**src/pmw_cfg.svh**
```systemverilog
// Constants for the power mode and wake control block
`ifndef PMW_CFG_SVH
`define PMW_CFG_SVH
`define PMW_MODE_W 3
`define PMW_RST_RUN 1'b0
`define PMW_SYNC_W 2
`define PMW_PERIPH_OFF 4'h0
`define PMW_RETAIN_ALL 3'h7
`endif

```
**src/pmw_pkg.sv**
```systemverilog
// Types for the power mode and wake control block
package pmw_pkg;
    // Target configurations, encodings are the request code
    typedef enum logic [2:0] {
        PMW_RUN = 3'h0,
        PMW_RPR = 3'h1,
        PMW_WAIT = 3'h2,
        PMW_RPW = 3'h3,
        PMW_STOP = 3'h4,
        PMW_RPS = 3'h5,
        PMW_LLS = 3'h6,
        PMW_LWS = 3'h7
    } pmw_mode_t;
    // Which wake controller serves a mode
    typedef enum logic [1:0] {
        PMW_WK_NONE = 2'h0,
        PMW_WK_NESTED = 2'h1,
        PMW_WK_ASYNC = 2'h2,
        PMW_WK_LEAK = 2'h3
    } pmw_wake_t;
endpackage

```
**src/pmw_sync.sv**
```systemverilog
// Two flip-flop synchroniser for a bus of asynchronous levels
`timescale 1ns/100ps
`default_nettype none
module pmw_sync #(
    parameter int W = 1
) (
    input wire logic clk,
    input wire logic rst_n,
    input wire logic ce,
    input wire logic [W-1:0] d,
    output logic [W-1:0] q
);
    logic [W-1:0] meta_r; // First stage, read only by the second
    // Two stages, held while the clock enable is low
    always_ff @(posedge clk) begin
        if (!rst_n) begin
            meta_r <= '0;
            q <= '0;
        end else if (ce) begin
            meta_r <= d;
            q <= meta_r;
        end
    end
endmodule // pmw_sync
`default_nettype wire

```
**src/pmw_ctrl.sv**
```systemverilog
// Power mode controller: module enables and wake routing per configuration
`timescale 1ns/100ps
`default_nettype none
`include "pmw_cfg.svh"
// Notes on behaviour
// - Both run modes: core on, all peripherals reachable
// - Normal run: every module operational
// - Reduced run: slow clock, droop monitor off
// - Normal wait: core sleeps, peripherals run
// - Reduced wait: core sleeps, slow, monitor off
// - Enabled peripherals keep running during wait
// - Deep sleep: core and all peripherals off
// - Deep sleep: retention chosen by application
// - Wait wake comes from nested controller
// - Stop wake comes from async controller
// - Leakage stops wake via leakage wake unit
module pmw_ctrl (
    input wire logic clk,
    input wire logic rst_n,
    input wire logic ce,
    input wire logic mode_req_valid,
    input wire logic [`PMW_MODE_W-1:0] mode_req,
    input wire logic sleep_entry,
    input wire logic [2:0] retain_cfg,
    input wire logic [3:0] periph_en,
    input wire logic nested_irq_wake,
    input wire logic async_wake_irq,
    input wire logic leak_wake_evt,
    output logic [`PMW_MODE_W-1:0] cur_mode,
    output logic core_active,
    output logic core_sleep,
    output logic clk_reduced,
    output logic [3:0] periph_run,
    output logic supply_droop_monitor_en,
    output logic [2:0] retain_en,
    output logic [1:0] wake_src,
    output logic wake_pulse
);
    logic [`PMW_MODE_W-1:0] target_r; // Latched requested configuration
    logic run_slow_r; // Run flavour active before entry
    pmw_pkg::pmw_mode_t mode_r; // Present configuration
    pmw_pkg::pmw_mode_t mode_nxt; // Configuration after this edge
    logic [1:0] wake_src_r; // Controller that served the last wake
    logic wake_pulse_r; // High for the cycle the mode returns to run
    logic [2:0] wk_sync; // Synchronised asynchronous wake lines
    // Wake lines come from other clock domains
    pmw_sync #(.W(3)) u_wk_sync (
        .clk(clk),
        .rst_n(rst_n),
        .ce(ce),
        .d({leak_wake_evt, async_wake_irq, nested_irq_wake}),
        .q(wk_sync)
    );
    // Mode class decoding
    function automatic pmw_pkg::pmw_wake_t wake_of(input pmw_pkg::pmw_mode_t m);
        case (m)
            pmw_pkg::PMW_WAIT, pmw_pkg::PMW_RPW: wake_of = pmw_pkg::PMW_WK_NESTED;
            pmw_pkg::PMW_STOP, pmw_pkg::PMW_RPS: wake_of = pmw_pkg::PMW_WK_ASYNC;
            pmw_pkg::PMW_LLS, pmw_pkg::PMW_LWS: wake_of = pmw_pkg::PMW_WK_LEAK;
            default: wake_of = pmw_pkg::PMW_WK_NONE;
        endcase
    endfunction
    // Wake class of the present mode doubles as its mode class
    wire pmw_pkg::pmw_wake_t cls = wake_of(mode_r);
    // Run flavours have no wake controller
    wire is_run = (cls == pmw_pkg::PMW_WK_NONE);
    // Wait flavours are served by the nested controller
    wire is_wait = (cls == pmw_pkg::PMW_WK_NESTED);
    // Both stop classes share the upper class bit
    wire is_deep = cls[1];
    // Reduced clock flavours of run and wait
    wire slow = (mode_r == pmw_pkg::PMW_RPR) || (mode_r == pmw_pkg::PMW_RPW);
    // Wake from the controller that serves the present mode only
    wire wake_hit = (is_wait && wk_sync[0]) || (cls == pmw_pkg::PMW_WK_ASYNC && wk_sync[1]) ||
        (cls == pmw_pkg::PMW_WK_LEAK && wk_sync[2]);
    // Latched target and the run flavour to resume, as mode values
    wire pmw_pkg::pmw_mode_t tgt = pmw_pkg::pmw_mode_t'(target_r);
    wire pmw_pkg::pmw_mode_t resume = run_slow_r ? pmw_pkg::PMW_RPR : pmw_pkg::PMW_RUN;
    // Next configuration
    always_comb begin
        mode_nxt = mode_r;
        case (mode_r)
            pmw_pkg::PMW_RUN, pmw_pkg::PMW_RPR: begin
                // Entry takes the latched target; a run target switches flavour
                if (sleep_entry || wake_of(tgt) == pmw_pkg::PMW_WK_NONE) begin
                    mode_nxt = tgt;
                end
            end
            default: begin
                // Any wait or stop mode waits for its own wake source
                if (wake_hit) begin
                    mode_nxt = resume;
                end
            end
        endcase
    end
    // Target latch and present mode
    always_ff @(posedge clk) begin
        if (!rst_n) begin
            target_r <= pmw_pkg::PMW_RUN;
            mode_r <= pmw_pkg::PMW_RUN;
            run_slow_r <= `PMW_RST_RUN;
            wake_src_r <= pmw_pkg::PMW_WK_NONE;
            wake_pulse_r <= 1'b0;
        end else if (ce) begin
            // Targets are taken only while the core runs
            if (mode_req_valid && is_run) begin
                target_r <= mode_req;
            end
            // Remember the run flavour while still running
            if (is_run) begin
                run_slow_r <= slow;
            end
            mode_r <= mode_nxt;
            // One-cycle pulse on the edge that leaves a low-power mode
            wake_pulse_r <= !is_run && wake_hit;
            if (!is_run && wake_hit) begin
                wake_src_r <= cls;
            end
        end
    end
    // Outputs per configuration
    // Present mode straight from its register
    assign cur_mode = mode_r;
    // Core runs only in the two run flavours
    assign core_active = is_run;
    // Core sleeps in every wait and stop flavour
    assign core_sleep = !is_run;
    // Reduced clock in reduced run and reduced wait
    assign clk_reduced = slow;
    // All peripherals in run, enabled ones in wait, none in deep sleep
    assign periph_run = is_run ? '1 : (is_wait ? periph_en : `PMW_PERIPH_OFF);
    // Droop monitor off whenever the clock is reduced
    assign supply_droop_monitor_en = !slow;
    // Application retention applies only in deep sleep
    assign retain_en = is_deep ? retain_cfg : `PMW_RETAIN_ALL;
    // Last wake source and its pulse, both registered
    assign wake_src = wake_src_r;
    assign wake_pulse = wake_pulse_r;
    // Checks
    // Run flavours keep the core and every peripheral on
    chk_run_core_on: assert property (@(posedge clk) disable iff (!rst_n)
        (cur_mode <= 3'h1) |-> core_active && periph_run == 4'hf)
        else $error("run core off");
    // Normal run keeps the droop monitor on
    chk_run_monitor: assert property (@(posedge clk) disable iff (!rst_n)
        (cur_mode == 3'h0) |-> supply_droop_monitor_en)
        else $error("monitor off in run");
    // Reduced flavours run slow with the monitor off
    chk_slow_monitor: assert property (@(posedge clk) disable iff (!rst_n)
        (cur_mode == 3'h1 || cur_mode == 3'h3) |-> !supply_droop_monitor_en && clk_reduced)
        else $error("reduced mode monitor on");
    // Wait flavours sleep the core and follow the software enables
    chk_wait_periph: assert property (@(posedge clk) disable iff (!rst_n)
        (cur_mode == 3'h2 || cur_mode == 3'h3) |-> core_sleep && periph_run == periph_en)
        else $error("wait peripherals wrong");
    // Deep sleep turns the core and the peripherals off
    chk_deep_off: assert property (@(posedge clk) disable iff (!rst_n)
        cur_mode[2] |-> !core_active && periph_run == 4'h0 && retain_en == retain_cfg)
        else $error("deep sleep not off");
    // Wait flavours wake only from the nested controller
    chk_wait_wake: assert property (@(posedge clk) disable iff (!rst_n)
        (ce && wake_pulse_r && $past(cls) == pmw_pkg::PMW_WK_NESTED) |-> $past(wk_sync[0]))
        else $error("wait woke by wrong source");
    // Stop flavours wake only from the asynchronous controller
    chk_stop_wake: assert property (@(posedge clk) disable iff (!rst_n)
        (ce && wake_pulse_r && $past(cls) == pmw_pkg::PMW_WK_ASYNC) |-> $past(wk_sync[1]))
        else $error("stop woke by wrong source");
    // Leakage stops wake only from the leakage wake unit
    chk_leak_wake: assert property (@(posedge clk) disable iff (!rst_n)
        (ce && wake_pulse_r && $past(cls) == pmw_pkg::PMW_WK_LEAK) |-> $past(wk_sync[2]))
        else $error("leak stop woke by wrong source");
    // A wake returns to the run flavour held at entry
    chk_resume_run: assert property (@(posedge clk) disable iff (!rst_n)
        (ce && !is_run && wake_hit) |=> (cur_mode == {2'b00, run_slow_r}))
        else $error("wake resumed wrong run");
    // Reset leaves normal run with no wake pending
    chk_reset_state: assert property (@(posedge clk)
        !rst_n |=> cur_mode == pmw_pkg::PMW_RUN && !wake_pulse && wake_src == pmw_pkg::PMW_WK_NONE)
        else $error("reset state wrong");
    // Requests made while asleep leave the target alone
    chk_refuse_req: assert property (@(posedge clk) disable iff (!rst_n)
        (ce && !is_run) |=> target_r == $past(target_r))
        else $error("target changed while asleep");
    // Entry goes to the target latched before the strobe
    chk_entry_target: assert property (@(posedge clk) disable iff (!rst_n)
        (ce && is_run && sleep_entry) |=> cur_mode == $past(target_r))
        else $error("entry missed the target");
    // A run target switches flavour without an entry strobe
    chk_run_switch: assert property (@(posedge clk) disable iff (!rst_n)
        (ce && is_run && target_r[2:1] == 2'b00) |=> cur_mode == $past(target_r))
        else $error("run flavour not applied");
    // Without its own wake source a low-power mode holds
    chk_hold_sleep: assert property (@(posedge clk) disable iff (!rst_n)
        (ce && !is_run && !wake_hit) |=> cur_mode == $past(cur_mode))
        else $error("left sleep without wake");
    // A wake records its source and raises the pulse
    chk_wake_code: assert property (@(posedge clk) disable iff (!rst_n)
        (ce && !is_run && wake_hit) |=> wake_pulse && wake_src == $past(cls))
        else $error("wake source not recorded");
    // The wake pulse never stands for two enabled cycles
    chk_pulse_single: assert property (@(posedge clk) disable iff (!rst_n)
        (ce && wake_pulse) |=> !wake_pulse)
        else $error("wake pulse too long");
    // Clock enable low holds the present mode, the wake pulse and the latched target
    chk_clock_freeze: assert property (@(posedge clk) disable iff (!rst_n)
        !ce |=> cur_mode == $past(cur_mode) && wake_pulse == $past(wake_pulse) && target_r == $past(target_r))
        else $error("state moved with clock enable low");
    // Outside deep sleep everything is retained
    chk_retain_awake: assert property (@(posedge clk) disable iff (!rst_n)
        !cur_mode[2] |-> retain_en == `PMW_RETAIN_ALL)
        else $error("retention dropped while awake");
    // The core is either active or asleep, never both
    chk_core_states: assert property (@(posedge clk) disable iff (!rst_n)
        core_sleep != core_active)
        else $error("core state flags clash");
    // Normal run and normal wait keep the full clock and the monitor
    chk_full_clock: assert property (@(posedge clk) disable iff (!rst_n)
        (cur_mode == 3'h0 || cur_mode == 3'h2) |-> !clk_reduced && supply_droop_monitor_en)
        else $error("full clock mode slowed");
endmodule // pmw_ctrl
`default_nettype wire

```
**config.mk**
```make
export PLATFORM = sky130hd
export DESIGN_NAME = pmw_ctrl
export DESIGN_NICKNAME = d
export VERILOG_FILES = /design/src/pmw_pkg.sv /design/src/pmw_sync.sv /design/src/pmw_ctrl.sv
export VERILOG_INCLUDE_DIRS = /design/src
export SDC_FILE = /design/constraint.sdc
export NUM_CORES = 1
export LEC_CHECK = 0
export BUFFER_PORTS_ARGS = -buffer_cell sky130_fd_sc_hd__buf_2
export CAP_MARGIN = 20
export CELL_PAD_IN_SITES_DETAIL_PLACEMENT = 0
export CELL_PAD_IN_SITES_GLOBAL_PLACEMENT = 2
export CORE_UTILIZATION = 24
export DETAILED_ROUTE_END_ITERATION = 10
export PLACE_DENSITY = 0.79
export SETUP_SLACK_MARGIN = 0.05
export SLEW_MARGIN = 20
export SYNTH_ARGS = -nofsm -noshare
export SYNTH_HDL_FRONTEND = slang
export SYNTH_SLANG_ARGS = --single-unit
export TNS_END_PERCENT = 30
```
**constraint.sdc**
```tcl
create_clock -name clk -period 1.5 [get_ports clk]
set_input_delay 0.075 -clock clk [delete_from_list [all_inputs] [get_ports clk]]
set_output_delay 0.075 -clock clk [all_outputs]
set_load 0.01 [all_outputs]
```
### After elaboration in Yosys (flattened, before gate mapping)

Index checks and enable logic that the tools add are counted.

* $add $sub $neg: 0
* multipliers: 0
* div/mod/pow operators: 0
* order comparisons: 0
* equality and inequality tests: 17
* shift-type cells: 0
* mux-type cells: 10
* bitwise operators: 0
* reductions and logical operators: 26

Operators with widths (count)
* 3-bit == test, second input constant: 8
* 2-bit OR reduction: 7
* 3-bit by 2-bit == test with 1-bit output, second input constant: 4
* 3-bit 2-to-1 mux: 4
* 2-bit case mux with 3 select lines: 2
* 4-bit 2-to-1 mux: 2
* 2-bit AND reduction: 3
* 1-bit logical AND: 5
* 2-bit == test, second input constant: 2
* 2-bit logical NOT: 2
* 1-bit logical OR: 4
* 3-bit by 1-bit == test with 1-bit output, second input constant: 1
* 3-bit logical NOT: 1
* 3-bit AND reduction: 1
* 2-bit by 1-bit == test with 1-bit output, second input constant: 1
* 1-bit logical NOT: 2
* 2-bit 2-to-1 mux: 1
* 2-bit != test, second input constant: 1
* 2-bit nonzero test: 1
* 1-bit 2-to-1 mux: 1

* bits in registers: 16
* bits in latches: 0
* RAM bits: 0
* bits in read-only memories: 0
* bits of input ports: 18
* output and inout port bits: 17
* logic and storage cells: 60
* memories kept: 0

### Depth between registers and ports, before layout

Gate-level depths: netlist (run 1).

* word-level depth: 9
* depth in mapped cells: 6
* depth with buffers taken out: 5

### Cells and area by module

Synthesis (run 1) repeated with hierarchy kept, for this count alone.

* cells, all modules: 88
* area, all modules: 789.5 sq um

Modules (own cells, without submodules)
* pmw_ctrl: times used 1, cells an instance 69, area each 560.5 sq um, seq. area each 200.2 sq um
* pmw_sync: times used 1, cells an instance 19, area each 229.0 sq um, seq. area each 120.1 sq um

### Worst setup path after synthesis (run 1)

OpenSTA, ideal clock, no wires.

* path type: register to register
* start point: register mode_r[2], in the netlist cur_mode[2]
* end point: register target_r[0]
* library setup time: 0.128 ns
* arrival: 1.288 ns
* data required time: 1.372 ns
* slack: 0.084 ns
* stages on the path, launching flop included: 7
* path buffers: 1
* clock period less this slack: 1.416 ns
* cell sequence: dfxtp_1 > or2_4 > inv_2 > and3_1 > buf_2 > mux2i_1 > nor2_1

* longest elaborated chain between the ends: 6
* elaborated cells on any way between the ends: 13
* classes of those cells: 6 x eq/ne; 1 x mux; 6 x reduce/logical

RTL lines
* start, declared: RTL line pmw_ctrl.sv:41 `pmw_pkg::pmw_mode_t mode_r;`
* start signal, assigned: RTL line pmw_ctrl.sv:101 `mode_r <= pmw_pkg::PMW_RUN;`
* start signal, assigned: RTL line pmw_ctrl.sv:114 `mode_r <= mode_nxt;`
* 3-bit == test or 3-bit by 2-bit == test with 1-bit output (tied branches): RTL line pmw_ctrl.sv:56 `case (m)`
* 2-bit OR reduction: RTL line pmw_ctrl.sv:56
* 2-bit case mux with 3 select lines (*): RTL line pmw_ctrl.sv:56
* 2-bit logical NOT (*): RTL line pmw_ctrl.sv:66 `wire is_run = (cls == pmw_pkg::PMW_WK_NONE);`
* named net core_active: RTL line pmw_ctrl.sv:30 `output logic core_active,`
* 1-bit logical AND (*): RTL line pmw_ctrl.sv:107 `if (mode_req_valid && is_run) begin`
* 2-bit AND reduction (no line) (*)
* end signal, assigned: RTL line pmw_ctrl.sv:100 `target_r <= pmw_pkg::PMW_RUN;`
* end signal, assigned: RTL line pmw_ctrl.sv:108 `target_r <= mode_req;`
* end, declared: RTL line pmw_ctrl.sv:39 `` logic [`PMW_MODE_W-1:0] target_r; ``

Mark *: on every way through the listed nets, which the timed path passes. The rest lies on a longest branch.
A chain may end at the register's enable or synchronous reset.

### Final worst setup path (run 1)

* start point: register mode_r[1], in the netlist cur_mode[1]
* end point: register mode_r[1], in the netlist cur_mode[1]

* longest elaborated chain between the ends: 9
* elaborated cells on any way between the ends: 25
* classes of those cells: 11 x eq/ne; 2 x mux; 12 x reduce/logical

RTL lines
* 3-bit == test or 3-bit by 2-bit == test with 1-bit output (tied branches): RTL line pmw_ctrl.sv:56
* 2-bit OR reduction: RTL line pmw_ctrl.sv:56
* 2-bit case mux with 3 select lines: RTL line pmw_ctrl.sv:56
* 2-bit by 1-bit == test with 1-bit output or 2-bit == test (tied branches): RTL line pmw_ctrl.sv:68, pmw_ctrl.sv:74
* 1-bit logical AND: RTL line pmw_ctrl.sv:74 `wire wake_hit = (is_wait && wk_sync[0]) || (cls == pmw_pkg::PMW_WK_ASYNC && wk_sync[1]) ||`
* 1-bit logical OR (2 in a row): RTL line pmw_ctrl.sv:74
* 2-bit nonzero test (no line)
* 3-bit AND reduction (no line)

Several ways; a longest one is shown, not always the timed one.

==> metrics.md, run 1 <==
| Metric | Value |
|---|---|
| Die W | 57.8 um |
| Top-count cell post-synth | dfxtp_1 |
| CTS tree | yes |
| R2R Setup Slk | 0.17 ns |
| CP max stage delay | 0.39 ns |
| Final Max Tran Viols | 0 |
| Clk_lat worst skew | 0.27 ns |
| Worst R2R End | cur_mode[1] |
| Clock slew at reported path FFs | 0.09 ns |
| Mapped Area | 747 sq um |
| Top delay family on crit path | multiplexers |
| Synth Area per Inst | 8.59 sq um |
| Worst path slowest cell | dfxtp_1 |
| R2R cell count | 4 |
| Setup bufs post-CTS | 0 |
| Vias per cell | 4.60 |
| Number of flops mapped to enable cells by yosys | 0 |
| Main area contributors after synthesis | dfxtp_1 (43%), mux2i_1 (15%), a21oi_1 (6.0%) |
| Worst Skew | 0.00112 ns |
| Pin count of the biggest net entering global routing | 17 |
| DRT Wirelength | 1630 um |
| Ant diodes | 0 |
| Final nets | 142 |
| Vias in the first global route | 638 |
| Initial drt markers | 15 |
| Gr usage total | 0.107 |
| Register area | 320 sq um |
| Core box area | 2850 sq um |
| Buffers and inverters on the worst path | 0 |
| Yosys reg bits | 16 |
| CP Max Fanout | 4 |
| Routability cong. | 0.684 |
| Failing checks | DRC |
| Worst slew pin tran | 0.503 ns |
| Area of the multi-input gates | 373 sq um |
| Ys async rst share | 0 |
| ANT nets after route | 0 |
| Number of max-cap violations | 0 |
| CP cell instances | mux2_2 > mux2i_1 > o21ai_0 > a21oi_1 |
| Starting density of the core | 0.262 |
| Pre-Repair DR Iteration Count | 8 |
| Per-cell routed wire length | 10.6 um |
| CP Launch Type | register |
| Congestion Overflow GR | 0 |
| Fill count | 323 |
| Final setup viols | 0 |
| Max Fclk | 0.754 GHz |
| Post-detailed-route DRC marker count | 5 |
| CTS Hold Buffers Added | 0 |
| Min-delay src | nested_irq_wake |
| Reg-to-Reg Start | cur_mode[1] |
| Final hold violation count | 0 |
| Row cnt | 19 |
| Hold path cells | 3 |
| Clock root cell | clkbuf_4 |
| Hpwl dp | 1260 um |
| Vias | 704 |
| Crit. End Element | register |
| Seq/Total Area, Yosys | 0.429 |
| Area leader, netlist | dfxtp_1 |
| WS Path Type | register to register |
| Arrival @ worst endpoint | 1.53 ns |
| Cts bufs inserted | 3 |
| Synthesized net count | 105 |
| Pwr Density | 801 nW/um^2 |
| Cell variety after synth | 22 |
| Worst IR Drop VDD | 0.376 mV |
| Clock sink total | 16 |
| Worst Path Required | 1.71 ns |
| Worst rel slew slack | 0.665 |
| Synth cell count leaders | dfxtp_1 (16), mux2i_1 (11), nor2_1 (11) |
| Static Leak | 0.459 nW |
| Layout cells sized above 1 | 0.377 |
| Post-layout total power | 0.786 mW |
| Initial antenna violation count | 0 |
| # resized after CTS | 0 |
| Die ar. | 3340 sq um |
| H-tree Lvls | 1 |
| Yosys top cell area share | 0.429 |
| Setup TNS | 0 ns |
| Maximum buffer depth of the clock tree | 2 |
| Hold Crit Class | primary input to register |
| RSZ-0062 raised after global routing | no |
| Synth Flop Type | dfxtp_1 |
| Gate Count Post-Synth | 87 |
| I/O pins | 35 |
| Synth warn | 0 |
| First-pass GRT wire length | 2770 um |
| Area Growth Syn to Fin | 31.3% |
| Hold endpoint | u_wk_sync.meta_r[0] |
| Status | complete, but fails checks |
| Period minus WS final | 1.33 ns |
| Period utilisation layout | 0.884 |
| Port Buf Inserts | 34 |
| Die Y | 57.8 um |
## layer usage
layer  routed length [um]  part of all wire  global-route usage  vias up
met2                  693              0.43               0.176       26
met5                    0                 0                   0        -
met4                   11            0.0068              0.0510        0
li1                     -                 -                   -      364
met1                  796              0.49               0.131      312
met3                  123             0.076              0.0268        2
## layout make-up
cell class | count | area share
Multi-Input combinational cell | 58 | 0.380
Tap cell | 31 | 0.0395
Timing Repair Buffer | 38 | 0.204
Clock buffer | 3 | 0.0230
Inverter | 7 | 0.0268
Sequential cell | 16 | 0.327
## cells by family after synthesis
| group | count (synthesis) | synth area share |
|---|---|---|
| and+or+nand+nor | 31 | 0.204 |
| DFF | 16 | 0.429 |
| AOI/OAI and AO/OA | 14 | 0.117 |
| muxes | 13 | 0.178 |
| buffers and inverters | 13 | 0.0720 |
## worst max path at each step
stage,startpoint,end,cells past startpoint
global placement,cur_mode[2],target_r[1],5
global route,cur_mode[1],cur_mode[1],4
detailed placement,cur_mode[1],cur_mode[1],4
finish,cur_mode[1],cur_mode[1],4
CTS,cur_mode[1],cur_mode[1],4
floorplan,cur_mode[2],target_r[0],6
## worst min-delay path, cell delays in order
cell and delay [ns]:
buf_2 0.07, mux2i_1 0.05, nor2_1 0.07
## metrics by stage
step	utilization	area, sq um	worst slack (ns)	hold WS [ns]	instances
3_3_place_gp	0.336	958	0.243	0.307	150
2_1_floorplan	-	747	0.0844	0.222	87
3_5_place_dp	0.336	958	0.184	0.316	150
6_report	0.344	981	0.175	0.0263	153
4_1_cts	0.344	981	0.163	0.0215	153
5_1_grt	0.344	981	0.0837	0.0263	153
## cells in the final DEF, fill, tap and decap left out, drive strengths merged, types with 2 or more instances in the layout
| cell | count |
|---|---|
| nand3 | 3 |
| buf | 38 |
| a21oi | 9 |
| mux2 | 2 |
| mux2i | 11 |
| inv | 7 |
| dfxtp | 16 |
| nand2b | 5 |
| clkbuf | 3 |
| nor2 | 11 |
| nand2 | 7 |
## flip-flops by register name (all words and copies together) (netlist names)
register	cells
wake_src	2
target_r	3
u_wk_sync.q	3
run_slow_r	1
u_wk_sync.meta_r	3
cur_mode	3
wake_pulse	1
## report_power, final
group / internal, mW / total (mW) / switching (mW)
Clock: 0.0929 / 0.216 / 0.123
Sequential: 0.440 / 0.450 / 0.0100
Combinational: 0.0587 / 0.119 / 0.0606
No activity file was read; power rests on OpenSTA's default activity.
==> inputs of run 2 (changes only) <==
--- a/config.mk
+++ b/config.mk
@@ -10,9 +10,9 @@
 export CAP_MARGIN = 20
 export CELL_PAD_IN_SITES_DETAIL_PLACEMENT = 0
 export CELL_PAD_IN_SITES_GLOBAL_PLACEMENT = 2
-export CORE_UTILIZATION = 24
+export CORE_UTILIZATION = 22
 export DETAILED_ROUTE_END_ITERATION = 10
-export PLACE_DENSITY = 0.79
+export PLACE_DENSITY = 0.76
 export SETUP_SLACK_MARGIN = 0.05
 export SLEW_MARGIN = 20
 export SYNTH_ARGS = -nofsm -noshare
==> constraint.sdc (replaced) <==
create_clock -name clk -period 1.1 [get_ports clk]
set_input_delay 0.055 -clock clk [delete_from_list [all_inputs] [get_ports clk]]
set_output_delay 0.055 -clock clk [all_outputs]
set_load 0.01 [all_outputs]
==> run 2 against run 1 <==
- the run ends with setup timing left
- critical path depth stayed put
- worst hold slack worse by 0.026 ns
- non-clock buffer count is 12 higher
- die area is 8.8% higher
- first-iteration DRC count is 47% lower
- largest cell class unchanged
==> metrics.md, run 2 (synthesis results as in run 1) <==
| Metric | Value |
|---|---|
| Status | complete, but fails checks |
| Failing checks | setup timing |
| Final Cell Area | 1170 sq um |
| Row cnt | 20 |
| Vias | 753 |
| Worst Skew | 0.00509 ns |
| Vias per cell | 4.21 |
| Hpwl dp | 1430 um |
| Final hold violation count | 0 |
| Layout cells sized above 1 | 0.474 |
| Pin count of the biggest net entering global routing | 11 |
| Setup ws final | -0.168 ns |
| CP cell instances | or2_4 > o31ai_4 > or4b_1 > a21oi_1 |
| Final Max Tran Viols | 0 |
| WS Path Type | register to register |
| Cts bufs inserted | 3 |
| Period utilisation layout | 1.15 |
| Routability cong. | 0.725 |
| Clk_lat worst skew | 0.29 ns |
| Met1 Use GR | 0.114 |
| Arrival @ worst endpoint | 1.49 ns |
| Congestion Overflow GR | 0 |
| ANT nets after route | 0 |
| Clock root cell | clkbuf_4 |
| Gr usage total | 0.0981 |
| Commonest non-fill, non-tap cell in the layout | buf_2 |
| Worst path slowest cell | or4b_1 |
| Commonest non-fill, non-tap cells in the layout | buf_2 (33), dfxtp_1 (14), buf_4 (12) |
| CP Max Fanout | 4 |
| Crit. End Element | register |
| CTS tree | yes |
| Grt peak-use layer | met2 |
| Period minus WS final | 1.27 ns |
| Max Fclk | 0.789 GHz |
| Pre-CTS setup slack | -0.170 ns |
| Worst IR Drop VDD | 0.458 mV |
| Port Buf Inserts | 34 |
| Worst Path Required | 1.32 ns |
| Maximum buffer depth of the clock tree | 2 |
| Initial drt markers | 8 |
| Die ar. | 3630 sq um |
| I/O pins | 35 |
| Starting density of the core | 0.239 |
| Static Leak | 0.545 nW |
| CP max stage delay | 0.47 ns |
| Final cell count without fillers | 179 |
| RSZ-0062 raised after global routing | yes |
| Setup TNS | -1.42 ns |
| Worst slew pin tran | 0.322 ns |
| Grt met2 use | 0.174 |
| Met3 usage | 0.0173 |
| Ant diodes | 0 |
| Final setup viols | 17 |
| Die Y | 60.3 um |
| Clock sink total | 16 |
| Final core utilization | 0.373 |
| Clock slew at reported path FFs | 0.10 ns |
| Number of max-cap violations | 0 |
| Initial antenna violation count | 0 |
| Hold WS | 0.0000799 ns |
| CP Launch Type | register |
| Pwr Density | 1050 nW/um^2 |
| Area post-placement | 1050 sq um |
| Per-cell routed wire length | 10.1 um |
| Die W | 60.3 um |
| Pre-Repair DR Iteration Count | 4 |
| Cells after DPL | 171 |
| Top delay family on crit path | simple AND/OR/NAND/NOR gates |
| Final nets | 154 |
| DRT Wirelength | 1810 um |
| R2R Setup Slk | -0.17 ns |
| Buffers and inverters on the worst path | 0 |
| Post-detailed-route DRC marker count | 0 |
| Hold Crit Class | primary input to register |
| Vias in the first global route | 644 |
| Worst rel slew slack | 0.785 |
| First-pass GRT wire length | 2700 um |
| Core box area | 3130 sq um |
| Fill count | 336 |
| Area Growth Syn to Fin | 56.3% |
| Post-layout total power | 1.22 mW |
| H-tree Lvls | 1 |
## run 2: power breakdown
| part | internal, mW | switching [mW] | total [mW] |
|---|---|---|---|
| clock | 0.202 | 0.194 | 0.396 |
| combinational | 0.118 | 0.0982 | 0.216 |
| sequential | 0.599 | 0.0137 | 0.613 |
| total | 0.919 | 0.306 | 1.22 |
## run 2: worst min-delay path, cell delays in order
cell     delay (ns)
buf_2          0.08
mux2i_1        0.06
nor2_1         0.07
## run 2: path summary, 6_finish.rpt
kind               start          end  cells past startpoint
min          mode_req[1]  target_r[1]                      3
min reg2reg  wake_src[0]  wake_src[0]                      2
max          cur_mode[1]  cur_mode[2]                      4
max reg2reg  cur_mode[1]  cur_mode[2]                      4
## run 2: timing repair
action	4_1_cts	5_1_grt
gates resized for setup	7	3
hold buffers	2	0
hold endpoints to repair	2	0
setup endpoints to repair	21	22
buffers inserted	0	2
pin swaps	2	1
## run 2: final cells by class
cell class | instances | area (sq um) | share of cell area
Multi-Input combinational cell | 58 | 404 | 0.346
Sequential cell | 16 | 325 | 0.279
Timing Repair Buffer | 50 | 318 | 0.272
Tap cell | 44 | 55.1 | 0.0472
Clock buffer | 4 | 36.3 | 0.0311
Inverter | 7 | 28.8 | 0.0247
## run 2: routing by layer
metal | vias up | part of all wire
met1 | 338 | 0.45
met3 | 2 | 0.058
met2 | 24 | 0.48
met4 | 0 | 0.010
li1 | 389 | -
met5 | - | 0
==> inputs of run 3 (changes only) <==
--- a/config.mk
+++ b/config.mk
@@ -6,13 +6,14 @@
 export SDC_FILE = /design/constraint.sdc
 export NUM_CORES = 1
 export LEC_CHECK = 0
+export ABC_AREA = 1
 export BUFFER_PORTS_ARGS = -buffer_cell sky130_fd_sc_hd__buf_2
 export CAP_MARGIN = 20
 export CELL_PAD_IN_SITES_DETAIL_PLACEMENT = 0
 export CELL_PAD_IN_SITES_GLOBAL_PLACEMENT = 2
-export CORE_UTILIZATION = 22
+export CORE_UTILIZATION = 20
 export DETAILED_ROUTE_END_ITERATION = 10
-export PLACE_DENSITY = 0.76
+export PLACE_DENSITY = 0.75
 export SETUP_SLACK_MARGIN = 0.05
 export SLEW_MARGIN = 20
 export SYNTH_ARGS = -nofsm -noshare
==> run 3 against run 2 <==
- the flow still finishes with violations (setup timing)
- worst setup slack gained 0.14 ns
- clock-buffer cell count is the same
- cell count grew 12%
- critical endpoint is now core_sleep
- area after synthesis grew 0.50%
- flip-flop and latch count is the same
- synthesized cell count grew 25%
==> metrics.md, run 3 <==
| Metric | Value |
|---|---|
| Die Y | 63.3 um |
| Synthesized net count | 127 |
| Row cnt | 21 |
| Number of flops mapped to enable cells by yosys | 0 |
| Final Max Tran Viols | 0 |
| Internal power | 1.27 mW |
| Setup ws final | -0.0318 ns |
| Pre-CTS setup slack | -0.0971 ns |
| Clk_lat worst skew | 0.24 ns |
| Per-cell routed wire length | 9.98 um |
| I/O pins | 35 |
| Synth Flop Type | dfxtp_1 |
| Area Growth Syn to Fin | 58.7% |
| R2R cell count | 7 |
| Worst rel slew slack | 0.810 |
| Pin count of the biggest net entering global routing | 14 |
| Core box area | 3470 sq um |
| Commonest non-fill, non-tap cell in the layout | buf_2 |
| Main area contributors after synthesis | dfxtp_1 (43%), nor2_1 (12%), nand2_1 (8.0%) |
| Vias | 850 |
| Pwr Density | 1550 nW/um^2 |
| Area post-placement | 1010 sq um |
| Final setup viols | 8 |
| Flop pwr share | 0.369 |
| Synth Area per Inst | 6.89 sq um |
| Final nets | 173 |
| Crit. End Element | primary output |
| Failing checks | setup timing |
| Maximum buffer depth of the clock tree | 2 |
| Worst Path Required | 1.04 ns |
| Congestion Overflow GR | 0 |
| Hold path cells | 3 |
| Clock slew at reported path FFs | 0.06 ns |
| Final Cell Area | 1190 sq um |
| Hpwl dp | 1480 um |
| Final cell count without fillers | 200 |
| Ant diodes | 0 |
| CP Launch Type | register |
| Layout cells sized above 1 | 0.461 |
| Port Buf Inserts | 34 |
| Vias in the first global route | 773 |
| Fill count | 385 |
| Yosys reg bits | 16 |
| Post-detailed-route DRC marker count | 0 |
| Sw Ratio | 0.314 |
| Area leader, netlist | dfxtp_1 |
| Initial antenna violation count | 0 |
| Period utilisation layout | 1.03 |
| H-tree Lvls | 1 |
| Clock root cell | clkbuf_8 |
| Die W | 63.3 um |
| Synth warn | 0 |
| Status | complete, but fails checks |
| Ys async rst share | 0 |
| Hold Crit Class | primary input to register |
| Period minus WS final | 1.13 ns |
| Die ar. | 4000 sq um |
| RSZ-0062 raised after global routing | yes |
| WS Path Type | register to primary output |
| Gate Count Post-Synth | 109 |
| Seq/Total Area, Yosys | 0.427 |
| Mapped Area | 751 sq um |
| Clock network power share | 0.279 |
| Worst IR Drop VDD | 0.606 mV |
| Final hold violation count | 0 |
| P_sw | 0.582 mW |
| Top-count cell post-synth | nor2_1 |
| ANT nets after route | 0 |
| Number of max-cap violations | 0 |
| Starting density of the core | 0.216 |
| Pre-Repair DR Iteration Count | 3 |
| Yosys top cell area share | 0.427 |
| Cts bufs inserted | 3 |
| Synth cell count leaders | nor2_1 (24), dfxtp_1 (16), nand2_1 (16) |
| Cell variety after synth | 19 |
| Initial drt markers | 15 |
| Routability cong. | 0.740 |
| Worst Skew | 0.00129 ns |
| First-pass GRT wire length | 3430 um |
| Cells after DPL | 192 |
| Comb power frac | 0.352 |
| Setup TNS | -0.105 ns |
| DRT Wirelength | 2000 um |
| Worst slew pin tran | 0.284 ns |
| Arrival @ worst endpoint | 1.08 ns |
| CP Max Fanout | 6 |
| Gr usage total | 0.110 |
| CTS Hold Buffers Added | 0 |
| CTS tree | yes |
| Commonest non-fill, non-tap cells in the layout | buf_2 (30), nor2_1 (20), nand2_1 (16) |
| Clock sink total | 16 |
| Max Fclk | 0.884 GHz |
| Static Leak | 0.563 nW |
| Vias per cell | 4.25 |
## run 3: worst max-delay path, cell delays in order (launching register included)
cell	delay [ns]
dfxtp_4	0.37
nor2_4	0.17
inv_4	0.07
buf_6	0.11
buf_6	0.11
## run 3: final timing paths
| path | from | to | slack [ns] |
|---|---|---|---|
| worst max-delay path | cur_mode[1] | core_sleep | -0.03 |
| worst min-delay path | async_wake_irq | u_wk_sync.meta_r[1] | 0.03 |
| worst max register to register | cur_mode[1] | cur_mode[0] | -0.01 |
| worst min register to register | wake_pulse | wake_pulse | 0.46 |
## run 3: kinds of logic after synthesis
group / Yosys count / synth area share
AO/OA/AOI/OAI: 20 / 0.133
flip-flops: 16 / 0.427
buffers and inverters: 16 / 0.0917
AND/OR/NAND/NOR: 57 / 0.348
## run 3: cell type report
type | count | area, sq um | area share
multi-input cells | 77 | 405 | 0.340
flip-flops and latches | 16 | 328 | 0.275
repair buffers | 44 | 289 | 0.243
well taps | 46 | 57.6 | 0.0483
inverters | 13 | 56.3 | 0.0473
clock buffers | 4 | 55.1 | 0.0462
## run 3: repair_timing
action,in CTS,in global routing
setup buffers,3,1
endpoints found under the setup margin,21,18
resized for setup,19,10
pin swaps,8,8
## run 3: power groups by stage
| stage | clock network, mW | registers (mW) | logic, mW |
|---|---|---|---|
| 2_1_floorplan | 0 | 0.684 | 0.307 |
| 3_3_place_gp | 0 | 0.691 | 0.503 |
| 3_5_place_dp | 0 | 0.693 | 0.505 |
| 4_1_cts | 0.534 | 0.685 | 0.613 |
| 5_1_grt | 0.554 | 0.693 | 0.723 |
| 6_report | 0.516 | 0.683 | 0.653 |
## run 3: layer usage
layer	wire length (um)	vias up	track usage
met3	108	4	0.0217
li1	-	437	-
met2	999	27	0.185
met4	37	0	0.0511
met5	0	-	0
met1	849	382	0.133
## run 3: metrics by stage
step / hold slack [ns] / power, mW / utilization
3_5_place_dp: 0.284 / 1.20 / 0.290
2_1_floorplan: 0.190 / 0.991 / -
5_1_grt: 0.0528 / 1.97 / 0.343
4_1_cts: 0.0242 / 1.83 / 0.331
3_3_place_gp: 0.276 / 1.19 / 0.290
6_report: 0.0270 / 1.85 / 0.343
